`config.mk`:
```
export PLATFORM = sky130hd
export DESIGN_NAME = cpa_pwm_action
export DESIGN_NICKNAME = d
export VERILOG_FILES = /design/src/shared/cpa_pkg.sv /design/src/core/cpa_pwm_action.sv
export SDC_FILE = /design/constraint.sdc
export NUM_CORES = 1
export LEC_CHECK = 0
export ABC_AREA = 1
export BUFFER_PORTS_ARGS = -buffer_cell sky130_fd_sc_hd__buf_4
export CAP_MARGIN = 20
export CORE_MARGIN = 2
export CORE_UTILIZATION = 60
export CTS_BUF_LIST = sky130_fd_sc_hd__clkbuf_8
export CTS_CLUSTER_SIZE = 12
export DETAILED_ROUTE_END_ITERATION = 8
export PLACE_DENSITY = 0.77
export REMOVE_ABC_BUFFERS = 1
export SLEW_MARGIN = 20
export SYNTH_ARGS = -nofsm -noshare
export SYNTH_HDL_FRONTEND = slang
export SYNTH_SLANG_ARGS = --single-unit
```
`constraint.sdc`:
```
create_clock -name ref_clk_in -period 2.9 [get_ports ref_clk_in]
set_input_delay 0.435 -clock ref_clk_in [delete_from_list [all_inputs] [get_ports ref_clk_in]]
set_output_delay 0.435 -clock ref_clk_in [all_outputs]
set_load 0.1 [all_outputs]
```
`src/shared/cpa_pkg.sv`:
```
package cpa_pkg;

	// Register byte offsets on the APB.
	localparam logic [7:0] CPA_OFS_CMP_CTL = 8'h00;
	localparam logic [7:0] CPA_OFS_ACTION = 8'h04;
	localparam logic [7:0] CPA_OFS_DEADBAND = 8'h08;
	localparam logic [7:0] CPA_OFS_PERIOD = 8'h0c;
	localparam logic [7:0] CPA_OFS_CMP0 = 8'h10;
	localparam logic [7:0] CPA_OFS_CMP1 = 8'h14;
	localparam logic [7:0] CPA_OFS_CMP2 = 8'h18;
	localparam logic [7:0] CPA_OFS_STATUS = 8'h1c;

	// Compare control fields.
	localparam int CPA_CC_ENABLE_BIT = 15;
	localparam int CPA_CC_OUTEN_BIT = 9;
	localparam int CPA_CC_RELOAD_LSB = 10;
	localparam logic [1:0] CPA_RELOAD_IMMEDIATE = 2'h2;

	// Dead-band register fields.
	localparam int CPA_DB_ENABLE_BIT = 0;
	localparam int CPA_DB_DELAY_LSB = 4;

	// Output action field codes, two bits per output.
	localparam logic [1:0] CPA_ACT_FORCE_LOW = 2'h0;
	localparam logic [1:0] CPA_ACT_ACTIVE_LOW = 2'h1;
	localparam logic [1:0] CPA_ACT_ACTIVE_HIGH = 2'h2;
	localparam logic [1:0] CPA_ACT_FORCE_HIGH = 2'h3;

	// Reset values.
	localparam logic [15:0] CPA_RST_CMP_CTL = 16'h0000;
	localparam logic [15:0] CPA_RST_ACTION = 16'h0000;
	localparam logic [15:0] CPA_RST_PERIOD = 16'hffff;
	localparam logic [15:0] CPA_RST_CMP = 16'h0000;

	// Sizes.
	localparam int CPA_PAIRS = 3;
	localparam int CPA_OUTS = 6;

	// Dead-band configuration as one carrier.
	typedef struct packed {
		logic enable;
		logic [7:0] delay;
	} cpa_deadband_t;

	// Compare run state.
	typedef enum logic {CPA_STOPPED, CPA_RUNNING} cpa_run_t;

endpackage

```
`src/core/cpa_pwm_action.sv`:
```
`timescale 1ns/1ps
// Compare PWM output action logic with APB register access.
module cpa_pwm_action
	import cpa_pkg::*;
(
	input wire logic ref_clk_in,
	input wire logic rst_b_in,
	input wire logic psel_in,
	input wire logic penable_in,
	input wire logic pwrite_in,
	input wire logic [7:0] paddr_in,
	input wire logic [31:0] pwdata_in,
	output logic [31:0] prdata_out,
	output logic pready_out,
	output logic pslverr_out,
	output logic [5:0] pwm_out,
	output logic timer_underflow_event_out
);

	logic [15:0] compare_control_setting;
	logic [15:0] action_shadow;
	logic [15:0] output_action_setting;
	cpa_deadband_t deadband;
	logic [15:0] period;
	logic [15:0] cmp_val [CPA_PAIRS];
	logic [15:0] count;
	logic underflow;
	cpa_run_t run_state;
	logic [5:0] stuck_high;
	logic [5:0] phase_src;
	logic [5:0] phase_on;
	logic [7:0] hold_cnt [CPA_OUTS];
	logic [5:0] next_pwm;
	logic wr_take;
	logic rd_take;
	logic addr_ok;
	logic cmp_enable;
	logic immediate_mode;
	logic active_load;
	logic [15:0] load_value;
	logic [31:0] next_rdata;

	// An access is taken in the first access-phase cycle, answered next.
	assign wr_take = psel_in && penable_in && !pready_out && pwrite_in;
	assign rd_take = psel_in && penable_in && !pready_out && !pwrite_in;
	assign cmp_enable = compare_control_setting[CPA_CC_ENABLE_BIT];
	assign immediate_mode = compare_control_setting[CPA_CC_RELOAD_LSB +: 2]
		== CPA_RELOAD_IMMEDIATE;

	// Moment and value of each load into the active action setting while running; the
	// immediate mode loads the incoming write data, not the old shadow.
	assign active_load = immediate_mode
		? (wr_take && paddr_in == CPA_OFS_ACTION) : underflow;
	assign load_value = immediate_mode ? pwdata_in[15:0] : action_shadow;

	// Address decode; anything off the map is refused with an error.
	always_comb
	begin
		addr_ok = 1'b1;
		next_rdata = 32'h0000_0000;
		case (paddr_in)
			CPA_OFS_CMP_CTL: next_rdata[15:0] = compare_control_setting;
			CPA_OFS_ACTION: next_rdata[15:0] = action_shadow;
			CPA_OFS_DEADBAND:
			begin
				next_rdata[CPA_DB_ENABLE_BIT] = deadband.enable;
				next_rdata[CPA_DB_DELAY_LSB +: 8] = deadband.delay;
			end
			CPA_OFS_PERIOD: next_rdata[15:0] = period;
			CPA_OFS_CMP0: next_rdata[15:0] = cmp_val[0];
			CPA_OFS_CMP1: next_rdata[15:0] = cmp_val[1];
			CPA_OFS_CMP2: next_rdata[15:0] = cmp_val[2];
			CPA_OFS_STATUS:
			begin
				next_rdata[15:0] = count;
				next_rdata[21:16] = stuck_high;
				next_rdata[22] = run_state == CPA_RUNNING;
			end
			default: addr_ok = 1'b0;
		endcase
	end

	// APB answer: one wait cycle, pready and error for a single cycle.
	always_ff @(posedge ref_clk_in)
	begin
		if (!rst_b_in)
		begin
			pready_out <= 1'b0;
			pslverr_out <= 1'b0;
			prdata_out <= 32'h0000_0000;
		end
		else
		begin
			pready_out <= wr_take || rd_take;
			pslverr_out <= (wr_take || rd_take) && !addr_ok;
			if (rd_take)
				prdata_out <= next_rdata;
		end
	end

	// Configuration registers written by software.
	always_ff @(posedge ref_clk_in)
	begin
		if (!rst_b_in)
		begin
			compare_control_setting <= CPA_RST_CMP_CTL;
			deadband <= '0;
			period <= CPA_RST_PERIOD;
			for (int i = 0; i < CPA_PAIRS; i++)
				cmp_val[i] <= CPA_RST_CMP;
		end
		else if (wr_take)
		begin
			case (paddr_in)
				CPA_OFS_CMP_CTL: compare_control_setting <= pwdata_in[15:0];
				CPA_OFS_DEADBAND:
				begin
					deadband.enable <= pwdata_in[CPA_DB_ENABLE_BIT];
					deadband.delay <= pwdata_in[CPA_DB_DELAY_LSB +: 8];
				end
				CPA_OFS_PERIOD: period <= pwdata_in[15:0];
				CPA_OFS_CMP0: cmp_val[0] <= pwdata_in[15:0];
				CPA_OFS_CMP1: cmp_val[1] <= pwdata_in[15:0];
				CPA_OFS_CMP2: cmp_val[2] <= pwdata_in[15:0];
				default: ;
			endcase
		end
	end

	// Shadow of the action setting, always holding the last write.
	always_ff @(posedge ref_clk_in)
	begin
		if (!rst_b_in)
			action_shadow <= CPA_RST_ACTION;
		else if (wr_take && paddr_in == CPA_OFS_ACTION)
			action_shadow <= pwdata_in[15:0];
	end

	// Run state follows the compare enable; leaving it is a full restart.
	always_ff @(posedge ref_clk_in)
	begin
		if (!rst_b_in)
			run_state <= CPA_STOPPED;
		else
		begin
			case (run_state)
				CPA_STOPPED:
					if (cmp_enable)
						run_state <= CPA_RUNNING;
				CPA_RUNNING:
					if (!cmp_enable)
						run_state <= CPA_STOPPED;
				default: run_state <= CPA_STOPPED;
			endcase
		end
	end

	// Down counter; underflow marks the reload point of each period.
	assign underflow = run_state == CPA_RUNNING && count == 16'h0000;
	always_ff @(posedge ref_clk_in)
	begin
		if (!rst_b_in)
		begin
			count <= CPA_RST_PERIOD;
			timer_underflow_event_out <= 1'b0;
		end
		else if (run_state != CPA_RUNNING)
		begin
			count <= period;
			timer_underflow_event_out <= 1'b0;
		end
		else
		begin
			count <= underflow ? period : count - 16'h0001;
			timer_underflow_event_out <= underflow;
		end
	end

	// Active action setting: follows the shadow while stopped; when running, loaded at once or at underflow per mode.
	always_ff @(posedge ref_clk_in)
	begin
		if (!rst_b_in)
			output_action_setting <= CPA_RST_ACTION;
		else if (run_state != CPA_RUNNING)
			output_action_setting <= action_shadow;
		else if (immediate_mode && wr_take && paddr_in == CPA_OFS_ACTION)
			output_action_setting <= pwdata_in[15:0];
		else if (!immediate_mode && underflow)
			output_action_setting <= action_shadow;
	end

	// With dead-band on, a move from a forced code to an active code sticks active-high.
	always_ff @(posedge ref_clk_in)
	begin
		if (!rst_b_in)
			stuck_high <= 6'h00;
		else if (run_state != CPA_RUNNING)
			stuck_high <= 6'h00;
		else
		begin
			for (int i = 0; i < CPA_OUTS; i++)
			begin
				if (deadband.enable && active_load
					&& (output_action_setting[2*i +: 2] == CPA_ACT_FORCE_LOW
					|| output_action_setting[2*i +: 2] == CPA_ACT_FORCE_HIGH)
					&& (load_value[2*i +: 2] == CPA_ACT_ACTIVE_LOW
					|| load_value[2*i +: 2] == CPA_ACT_ACTIVE_HIGH))
					stuck_high[i] <= 1'b1;
			end
		end
	end

	// Raw compare phases: even output true phase, odd output complement.
	always_ff @(posedge ref_clk_in)
	begin
		if (!rst_b_in || run_state != CPA_RUNNING)
			phase_src <= 6'h00;
		else
		begin
			for (int p = 0; p < CPA_PAIRS; p++)
			begin
				phase_src[2*p] <= count < cmp_val[p];
				phase_src[2*p+1] <= !(count < cmp_val[p]);
			end
		end
	end

	// Dead-band: each phase turns on only after its delay has elapsed.
	always_ff @(posedge ref_clk_in)
	begin
		if (!rst_b_in || run_state != CPA_RUNNING)
		begin
			phase_on <= 6'h00;
			for (int i = 0; i < CPA_OUTS; i++)
				hold_cnt[i] <= 8'h00;
		end
		else
		begin
			for (int i = 0; i < CPA_OUTS; i++)
			begin
				if (!phase_src[i])
				begin
					hold_cnt[i] <= 8'h00;
					phase_on[i] <= 1'b0;
				end
				else if (!deadband.enable)
					phase_on[i] <= 1'b1;
				else if (hold_cnt[i] >= deadband.delay)
					phase_on[i] <= 1'b1;
				else
					hold_cnt[i] <= hold_cnt[i] + 8'h01;
			end
		end
	end

	// Polarity and forcing per output from the active action codes; a stuck output acts as active-high.
	always_comb
	begin
		next_pwm = 6'h00;
		for (int i = 0; i < CPA_OUTS; i++)
		begin
			case (stuck_high[i] ? CPA_ACT_ACTIVE_HIGH
				: output_action_setting[2*i +: 2])
				CPA_ACT_FORCE_LOW: next_pwm[i] = 1'b0;
				CPA_ACT_ACTIVE_LOW: next_pwm[i] = !phase_on[i];
				CPA_ACT_ACTIVE_HIGH: next_pwm[i] = phase_on[i];
				CPA_ACT_FORCE_HIGH: next_pwm[i] = 1'b1;
				default: next_pwm[i] = 1'b0;
			endcase
		end
	end

	// Registered pins; low whenever compare or output enable is off.
	always_ff @(posedge ref_clk_in)
	begin
		if (!rst_b_in)
			pwm_out <= 6'h00;
		else if (run_state != CPA_RUNNING
			|| !compare_control_setting[CPA_CC_OUTEN_BIT])
			pwm_out <= 6'h00;
		else
			pwm_out <= next_pwm;
	end

endmodule

```
# ---- After elaboration in Yosys (flattened, before gate mapping)
# Memories as Yosys holds them, arrays and structs flattened.
# Cells that the tools add are included.
dict set report word_totals {
  ram_bits 96
  inputBits 45
  register_bits 136
  mem_bits_ro 0
  latchBits 0
  output_inout_bits 41
  n_memories 2
  wordCells 313
}
dict set report op_classes {
  n_shift 0
  bitwise_logic 23
  mux 116
  reduce_logical 79
  magnitude_cmp 9
  add_sub_neg 7
  n_eq_ne 51
  n_mul 0
  n_div 0
}
# name words width rd rd_ports_with_merged_regs wr line_no
set mem_list {}
lappend mem_list {cmp_val 3 16 3 0 3 cpa_pwm_action.sv:25} ;# logic [15:0] cmp_val [CPA_PAIRS];
lappend mem_list {hold_cnt 6 8 6 0 6 cpa_pwm_action.sv:32} ;# logic [7:0] hold_cnt [CPA_OUTS];
# cell count
set ops {}
lappend ops {{8-bit 2-to-1 mux} 12}
lappend ops {{16-bit 2-to-1 mux} 5}
lappend ops {{1-bit 2-to-1 mux} 78}
lappend ops {{8-bit one-hot mux with 8 select lines} 1}
lappend ops {{2-bit equality test (second input constant)} 25}
lappend ops {{8-bit by 1-bit adder with 8-bit output (second input constant)} 6}
lappend ops {{8-bit >= comparator} 6}
lappend ops {{16-bit < comparator} 3}
lappend ops {{12-bit 2-to-1 mux} 4}
lappend ops {{8-bit by 5-bit equality test with 1-bit output (second input constant)} 4}
lappend ops {{4-bit one-hot mux with 7 select lines} 1}
lappend ops {{2-bit by 1-bit equality test with 1-bit output (second input constant)} 12}
lappend ops {{2-bit zero test} 12}
lappend ops {{1-bit one-hot mux with 4 select lines} 6}
lappend ops {{1-bit logical AND} 23}
lappend ops {{3-bit one-hot mux with 7 select lines} 1}
lappend ops {{8-bit by 4-bit equality test with 1-bit output (second input constant)} 2}
lappend ops {{16-bit zero test} 1}
lappend ops {{16-bit by 1-bit subtractor with 16-bit output (second input constant)} 1}
lappend ops {{1-bit zero test} 15}
lappend ops {{1-bit logical OR} 15}
lappend ops {{1-bit OR} 15}
lappend ops {{2-bit OR reduction} 7}
lappend ops {{2-bit 2-to-1 mux} 6}
lappend ops {{9 further kinds} 24}

# ---- Depth between registers and ports, before layout
dict set report logic_depth {
  word_depth 8
  ltp_mapped 11
  depth_no_buf 10
}

# ---- Worst setup path before layout
# OpenSTA, ideal clock, no wires.
dict set report synth_path {
  kind {reg-to-reg}
  from {reg pready_out}
  to {mem cmp_val[1][0], in the netlist cmp_val[0][16] (enable)}
  stages_incl_launch_ff 4
  period_less_slack_ns 2.825
  t_required_ns 2.486
  path_slack_ns 0.075
  n_path_buf 0
  t_arrival_ns 2.411
  setup_ns 0.414
  cell_sequence {dfxtp_1 inv_1 nand4_4 o31ai_1}
}
# item line_no
set synth_rtl {}
lappend synth_rtl {{start: declaration} cpa_pwm_action.sv:14} ;# output logic pready_out,
lappend synth_rtl {{start signal: assignment} cpa_pwm_action.sv:94} ;# pready_out <= wr_take || rd_take;
lappend synth_rtl {{end: declaration} cpa_pwm_action.sv:25}

==> flow_summary.html <==
<table>
<tr><th>Metric</th><th>Value</th></tr>
<tr><th colspan="2">GRT</th></tr>
<tr><td>Global-route wire length before repair</td><td>55.3 mm</td></tr>
<tr><td>Vias in the first global route</td><td>11,200</td></tr>
<tr><td>Aggregate global routing overflow</td><td>0</td></tr>
<tr><td>Maximum number of pins on one net before global-route repair</td><td>67</td></tr>
<tr><td>Initial antenna violation count</td><td>0</td></tr>
<tr><td>Total Routing Usage GR</td><td>30.9%</td></tr>
<tr><th colspan="2">CTS</th></tr>
<tr><td>Total number of clock tree sinks</td><td>232</td></tr>
<tr><td>Clock latency reported for the late side of the worst-skew pair</td><td>0.54 ns</td></tr>
<tr><td>Cts hold-fix bufs</td><td>0</td></tr>
<tr><td>Clk pin slew, worst setup/hold paths</td><td>0.06 ns</td></tr>
<tr><td>Clock tree from TritonCTS</td><td>done</td></tr>
<tr><td>Total CTS buffers</td><td>41</td></tr>
<tr><td>CTS Buffer Depth</td><td>3</td></tr>
<tr><td>Number of post-CTS setup repair buffers</td><td>0</td></tr>
<tr><td>Cell chosen for the clock root</td><td>sky130_fd_sc_hd__clkbuf_8</td></tr>
<tr><td>H-tree Lvls</td><td>2</td></tr>
<tr><td>Number of gates resized after CTS</td><td>0</td></tr>
<tr><th colspan="2">Routing</th></tr>
<tr><td>Post-route DRC violation count</td><td>0</td></tr>
<tr><td>Pre-Repair DR Iteration Count</td><td>5</td></tr>
<tr><td>Antenna-violating nets left</td><td>0</td></tr>
<tr><td>Number of violations reported at the end of detailed-routing iteration 0</td><td>826</td></tr>
<tr><td>Routed length per instance</td><td>17.2 um</td></tr>
<tr><td>Via-per-instance ratio</td><td>5.72</td></tr>
<tr><td>Total via count after detailed routing</td><td>11,400</td></tr>
<tr><td>Total Routed Length</td><td>34.3 mm</td></tr>
<tr><th colspan="2">Critical path</th></tr>
<tr><td>Kind of end point of the critical path</td><td>register</td></tr>
<tr><td>Reg2reg end</td><td>hold_cnt[1][4]</td></tr>
<tr><td>R2R depth</td><td>7</td></tr>
<tr><td>Origin of the critical flop-to-flop path</td><td>deadband[1]</td></tr>
<tr><td>Maximum fanout along the worst path</td><td>9</td></tr>
<tr><td>CP arrival</td><td>2.55 ns</td></tr>
<tr><td>Class of the most critical setup path</td><td>register to register</td></tr>
<tr><td>Data required time at the worst endpoint</td><td>3.09 ns</td></tr>
<tr><td>CP startpoint</td><td>deadband[1]</td></tr>
<tr><td>CP Launch Type</td><td>register</td></tr>
<tr><td>Reg-to-reg setup timing slack</td><td>0.54 ns</td></tr>
<tr><th colspan="2">Floorplan</th></tr>
<tr><td>Die outline height</td><td>151 um</td></tr>
<tr><td>Die Footprint</td><td>22,800 um2</td></tr>
<tr><td>Overall die width</td><td>151 um</td></tr>
<tr><td>Core area</td><td>21,100 um2</td></tr>
<tr><td>Number of core rows</td><td>53</td></tr>
<tr><td>Top-level port count</td><td>86</td></tr>
<tr><td>Initial Util</td><td>61.4%</td></tr>
<tr><th colspan="2">Synth</th></tr>
<tr><td>Area share of the largest cell type after synthesis</td><td>22.3%</td></tr>
<tr><td>Average footprint of a synthesized cell</td><td>7.99 um2</td></tr>
<tr><td>Ys async rst share</td><td>0%</td></tr>
<tr><td>Syn Std Cell Area</td><td>13,000 um2</td></tr>
<tr><td>Number of register bits inferred by synthesis</td><td>232</td></tr>
<tr><td>Post-synth top flop</td><td>sky130_fd_sc_hd__dfxtp_1</td></tr>
<tr><td>Distinct cells, synth</td><td>34</td></tr>
<tr><td>Top cell type by total area after synthesis</td><td>sky130_fd_sc_hd__edfxtp_1</td></tr>
<tr><td>Number of enable flip-flop cells after synthesis</td><td>96</td></tr>
<tr><td>Yosys warns</td><td>0</td></tr>
<tr><td>Fraction of the yosys area taken by sequential cells</td><td>43.3%</td></tr>
<tr><td>Cells taking the most area after synthesis</td><td>sky130_fd_sc_hd__edfxtp_1 22%, sky130_fd_sc_hd__dfxtp_1 21%, sky130_fd_sc_hd__ha_1 9.8%</td></tr>
<tr><td>Number of instances in the synthesized netlist</td><td>1,622</td></tr>
<tr><th colspan="2">Power</th></tr>
<tr><td>Final Power</td><td>6.83 mW</td></tr>
<tr><td>Leakage</td><td>6.45 nW</td></tr>
<tr><td>Cell area power density</td><td>471 nW/um2</td></tr>
<tr><td>Peak ir drop on the vdd network</td><td>0.502 mV</td></tr>
<tr><th colspan="2">Hold path</th></tr>
<tr><td>Worst Hold Depth</td><td>3</td></tr>
<tr><td>Hold Path Sink</td><td>period[12]</td></tr>
<tr><td>Launch point of the worst hold path</td><td>pwdata_in[12]</td></tr>
<tr><td>Tightest Hold Check Type</td><td>input port to register</td></tr>
<tr><th colspan="2">STA</th></tr>
<tr><td>Fin Clk Skew</td><td>0.0155 ns</td></tr>
<tr><td>Final Max Tran Viols</td><td>0</td></tr>
<tr><td>Final setup TNS</td><td>0 ns</td></tr>
<tr><td>Minimum clock period</td><td>2.36 ns</td></tr>
<tr><td>Achievable clock frequency</td><td>0.424 GHz</td></tr>
<tr><td>Worst rel slew slack</td><td>48.0%</td></tr>
<tr><td>Fin worst setup slack</td><td>0.539 ns</td></tr>
<tr><td>Endpoints failing setup</td><td>0</td></tr>
<tr><td>Final Hold Vio Count</td><td>0</td></tr>
<tr><td>Worst hold margin</td><td>0.146 ns</td></tr>
<tr><td>Actual slew at the worst max-slew pin</td><td>0.778 ns</td></tr>
<tr><td>Portion of the clock cycle consumed by the worst path in the final layout</td><td>81.4%</td></tr>
<tr><td>Setup repair after global routing missed its margin</td><td>no</td></tr>
<tr><th colspan="2">Outcome</th></tr>
<tr><td>Outcome</td><td>complete, no violations</td></tr>
<tr><th colspan="2">Place</th></tr>
<tr><td>Placement-stage worst setup slack</td><td>0.568 ns</td></tr>
<tr><td>RePlAce Congestion</td><td>0.919</td></tr>
<tr><td>Detailed-placement wirelength estimate</td><td>24.0 mm</td></tr>
<tr><td>Number of I/O port buffers</td><td>60</td></tr>
<tr><td>Cell Area, Placed</td><td>13,700 um2</td></tr>
<tr><th colspan="2">Finish</th></tr>
<tr><td>Area growth syn-to-layout</td><td>12.0%</td></tr>
<tr><td>Count of inserted antenna diode cells</td><td>0</td></tr>
<tr><td>Fin nets</td><td>1,842</td></tr>
<tr><td>Share of post-route cells with drive strength above 1</td><td>9.86%</td></tr>
<tr><td>Final cell area excluding filler cells</td><td>14,500 um2</td></tr>
<tr><th colspan="2">Job</th></tr>
<tr><td>Number of maximum-capacitance violations</td><td>0</td></tr>
</table>
## where the power goes
part	leakage [nW]	switching, mW	internal (mW)
Combinational	3.80	0.292	0.0947
Sequential	2.18	0.0182	3.42
Clock	0.469	1.34	1.67
Total	6.45	1.65	5.18
## worst max-delay path, cell delays in order, from the launching register on
cell,delay [ns]
sky130_fd_sc_hd__dfxtp_1,0.33
sky130_fd_sc_hd__inv_1,0.31
sky130_fd_sc_hd__ha_1,0.32
sky130_fd_sc_hd__a21oi_1,0.16
sky130_fd_sc_hd__o21ai_0,0.09
sky130_fd_sc_hd__nand2_1,0.07
sky130_fd_sc_hd__nand4_1,0.30
sky130_fd_sc_hd__nand2_1,0.44
## worst max path at each step
| stage | to | slack (ns) |
|---|---|---|
| after floorplan | cmp_val[0][0] | -1.66 |
| after global placement | hold_cnt[1][0] | 0.61 |
| after detailed placement | hold_cnt[1][0] | 0.57 |
| after CTS | hold_cnt[1][3] | 0.58 |
| after global routing | hold_cnt[1][4] | 0.37 |
| final | hold_cnt[1][4] | 0.54 |
## per-stage QoR
| stage | util, % | std cells |
|---|---|---|
| after global routing | 68.8 | 2000 |
| after CTS | 68.8 | 2000 |
| final | 68.8 | 2000 |
| after global placement | 64.9 | 1928 |
| after detailed placement | 64.9 | 1928 |
| after floorplan | - | 1563 |
## final cells by class
type,instances,area [um2]
well taps,275,344
repair buffers,90,676
inverters,172,646
multi-input cells,1159,6420
flip-flops and latches,232,5610
clock buffers,51,702
clock inverters,21,111
fillers,1729,6580
## cell usage after synthesis (all sizes together), types with 2 or more instances
master / number
nand2: 325
inv: 172
nand3: 160
nor2: 159
a21oi: 146
dfxtp: 136
ha: 101
edfxtp: 96
o21ai: 85
buf: 39
nor3: 39
xnor2: 29
clkbuf: 28
xor2: 27
nand4: 25
o211ai: 18
nor3b: 11
o21a: 9
nand3b: 8
a311oi: 5
o31ai: 2
## cells in the final DEF (no fill, tap or decap), drive strengths merged, types with 25 or more instances in the layout
cell type    n
a21oi      146
buf         90
clkbuf      51
dfxtp      136
edfxtp      96
ha         101
inv        184
nand2      325
nand3      160
nand4       25
nor2       159
nor3        39
o21ai       85
xnor2       29
xor2        27
## layer usage
| layer | global-route usage (%) | routed length [um] |
|---|---|---|
| met2 | 51.1 | 15800 |
| met5 | 0 | 0 |
| met1 | 40.2 | 14400 |
| met3 | 4.88 | 2690 |
| met4 | 13.6 | 1410 |
## cells by family after synthesis
logic type | share of synthesized area, %
adders and majority gates | 9.76
and+or+nand+nor | 24.6
buffers and inverters | 7.52
other | 0.0290
AOI/OAI and AO/OA | 11.0
DFF | 43.3
xor gates and xnor gates | 3.79
## registers in the layout, summed over array words and instances (netlist names)
signal	flops
prdata_out	23
pslverr_out	1
pwm_out	6
timer_underflow_event_out	1
stuck_high	6
period	16
deadband	9
compare_control_setting	16
run_state	1
phase_src	6
pready_out	1
action_shadow	16
output_action_setting	12
hold_cnt	48
count	16
phase_on	6
cmp_val	48
Note: power is estimated with default switching activity, not from simulation.
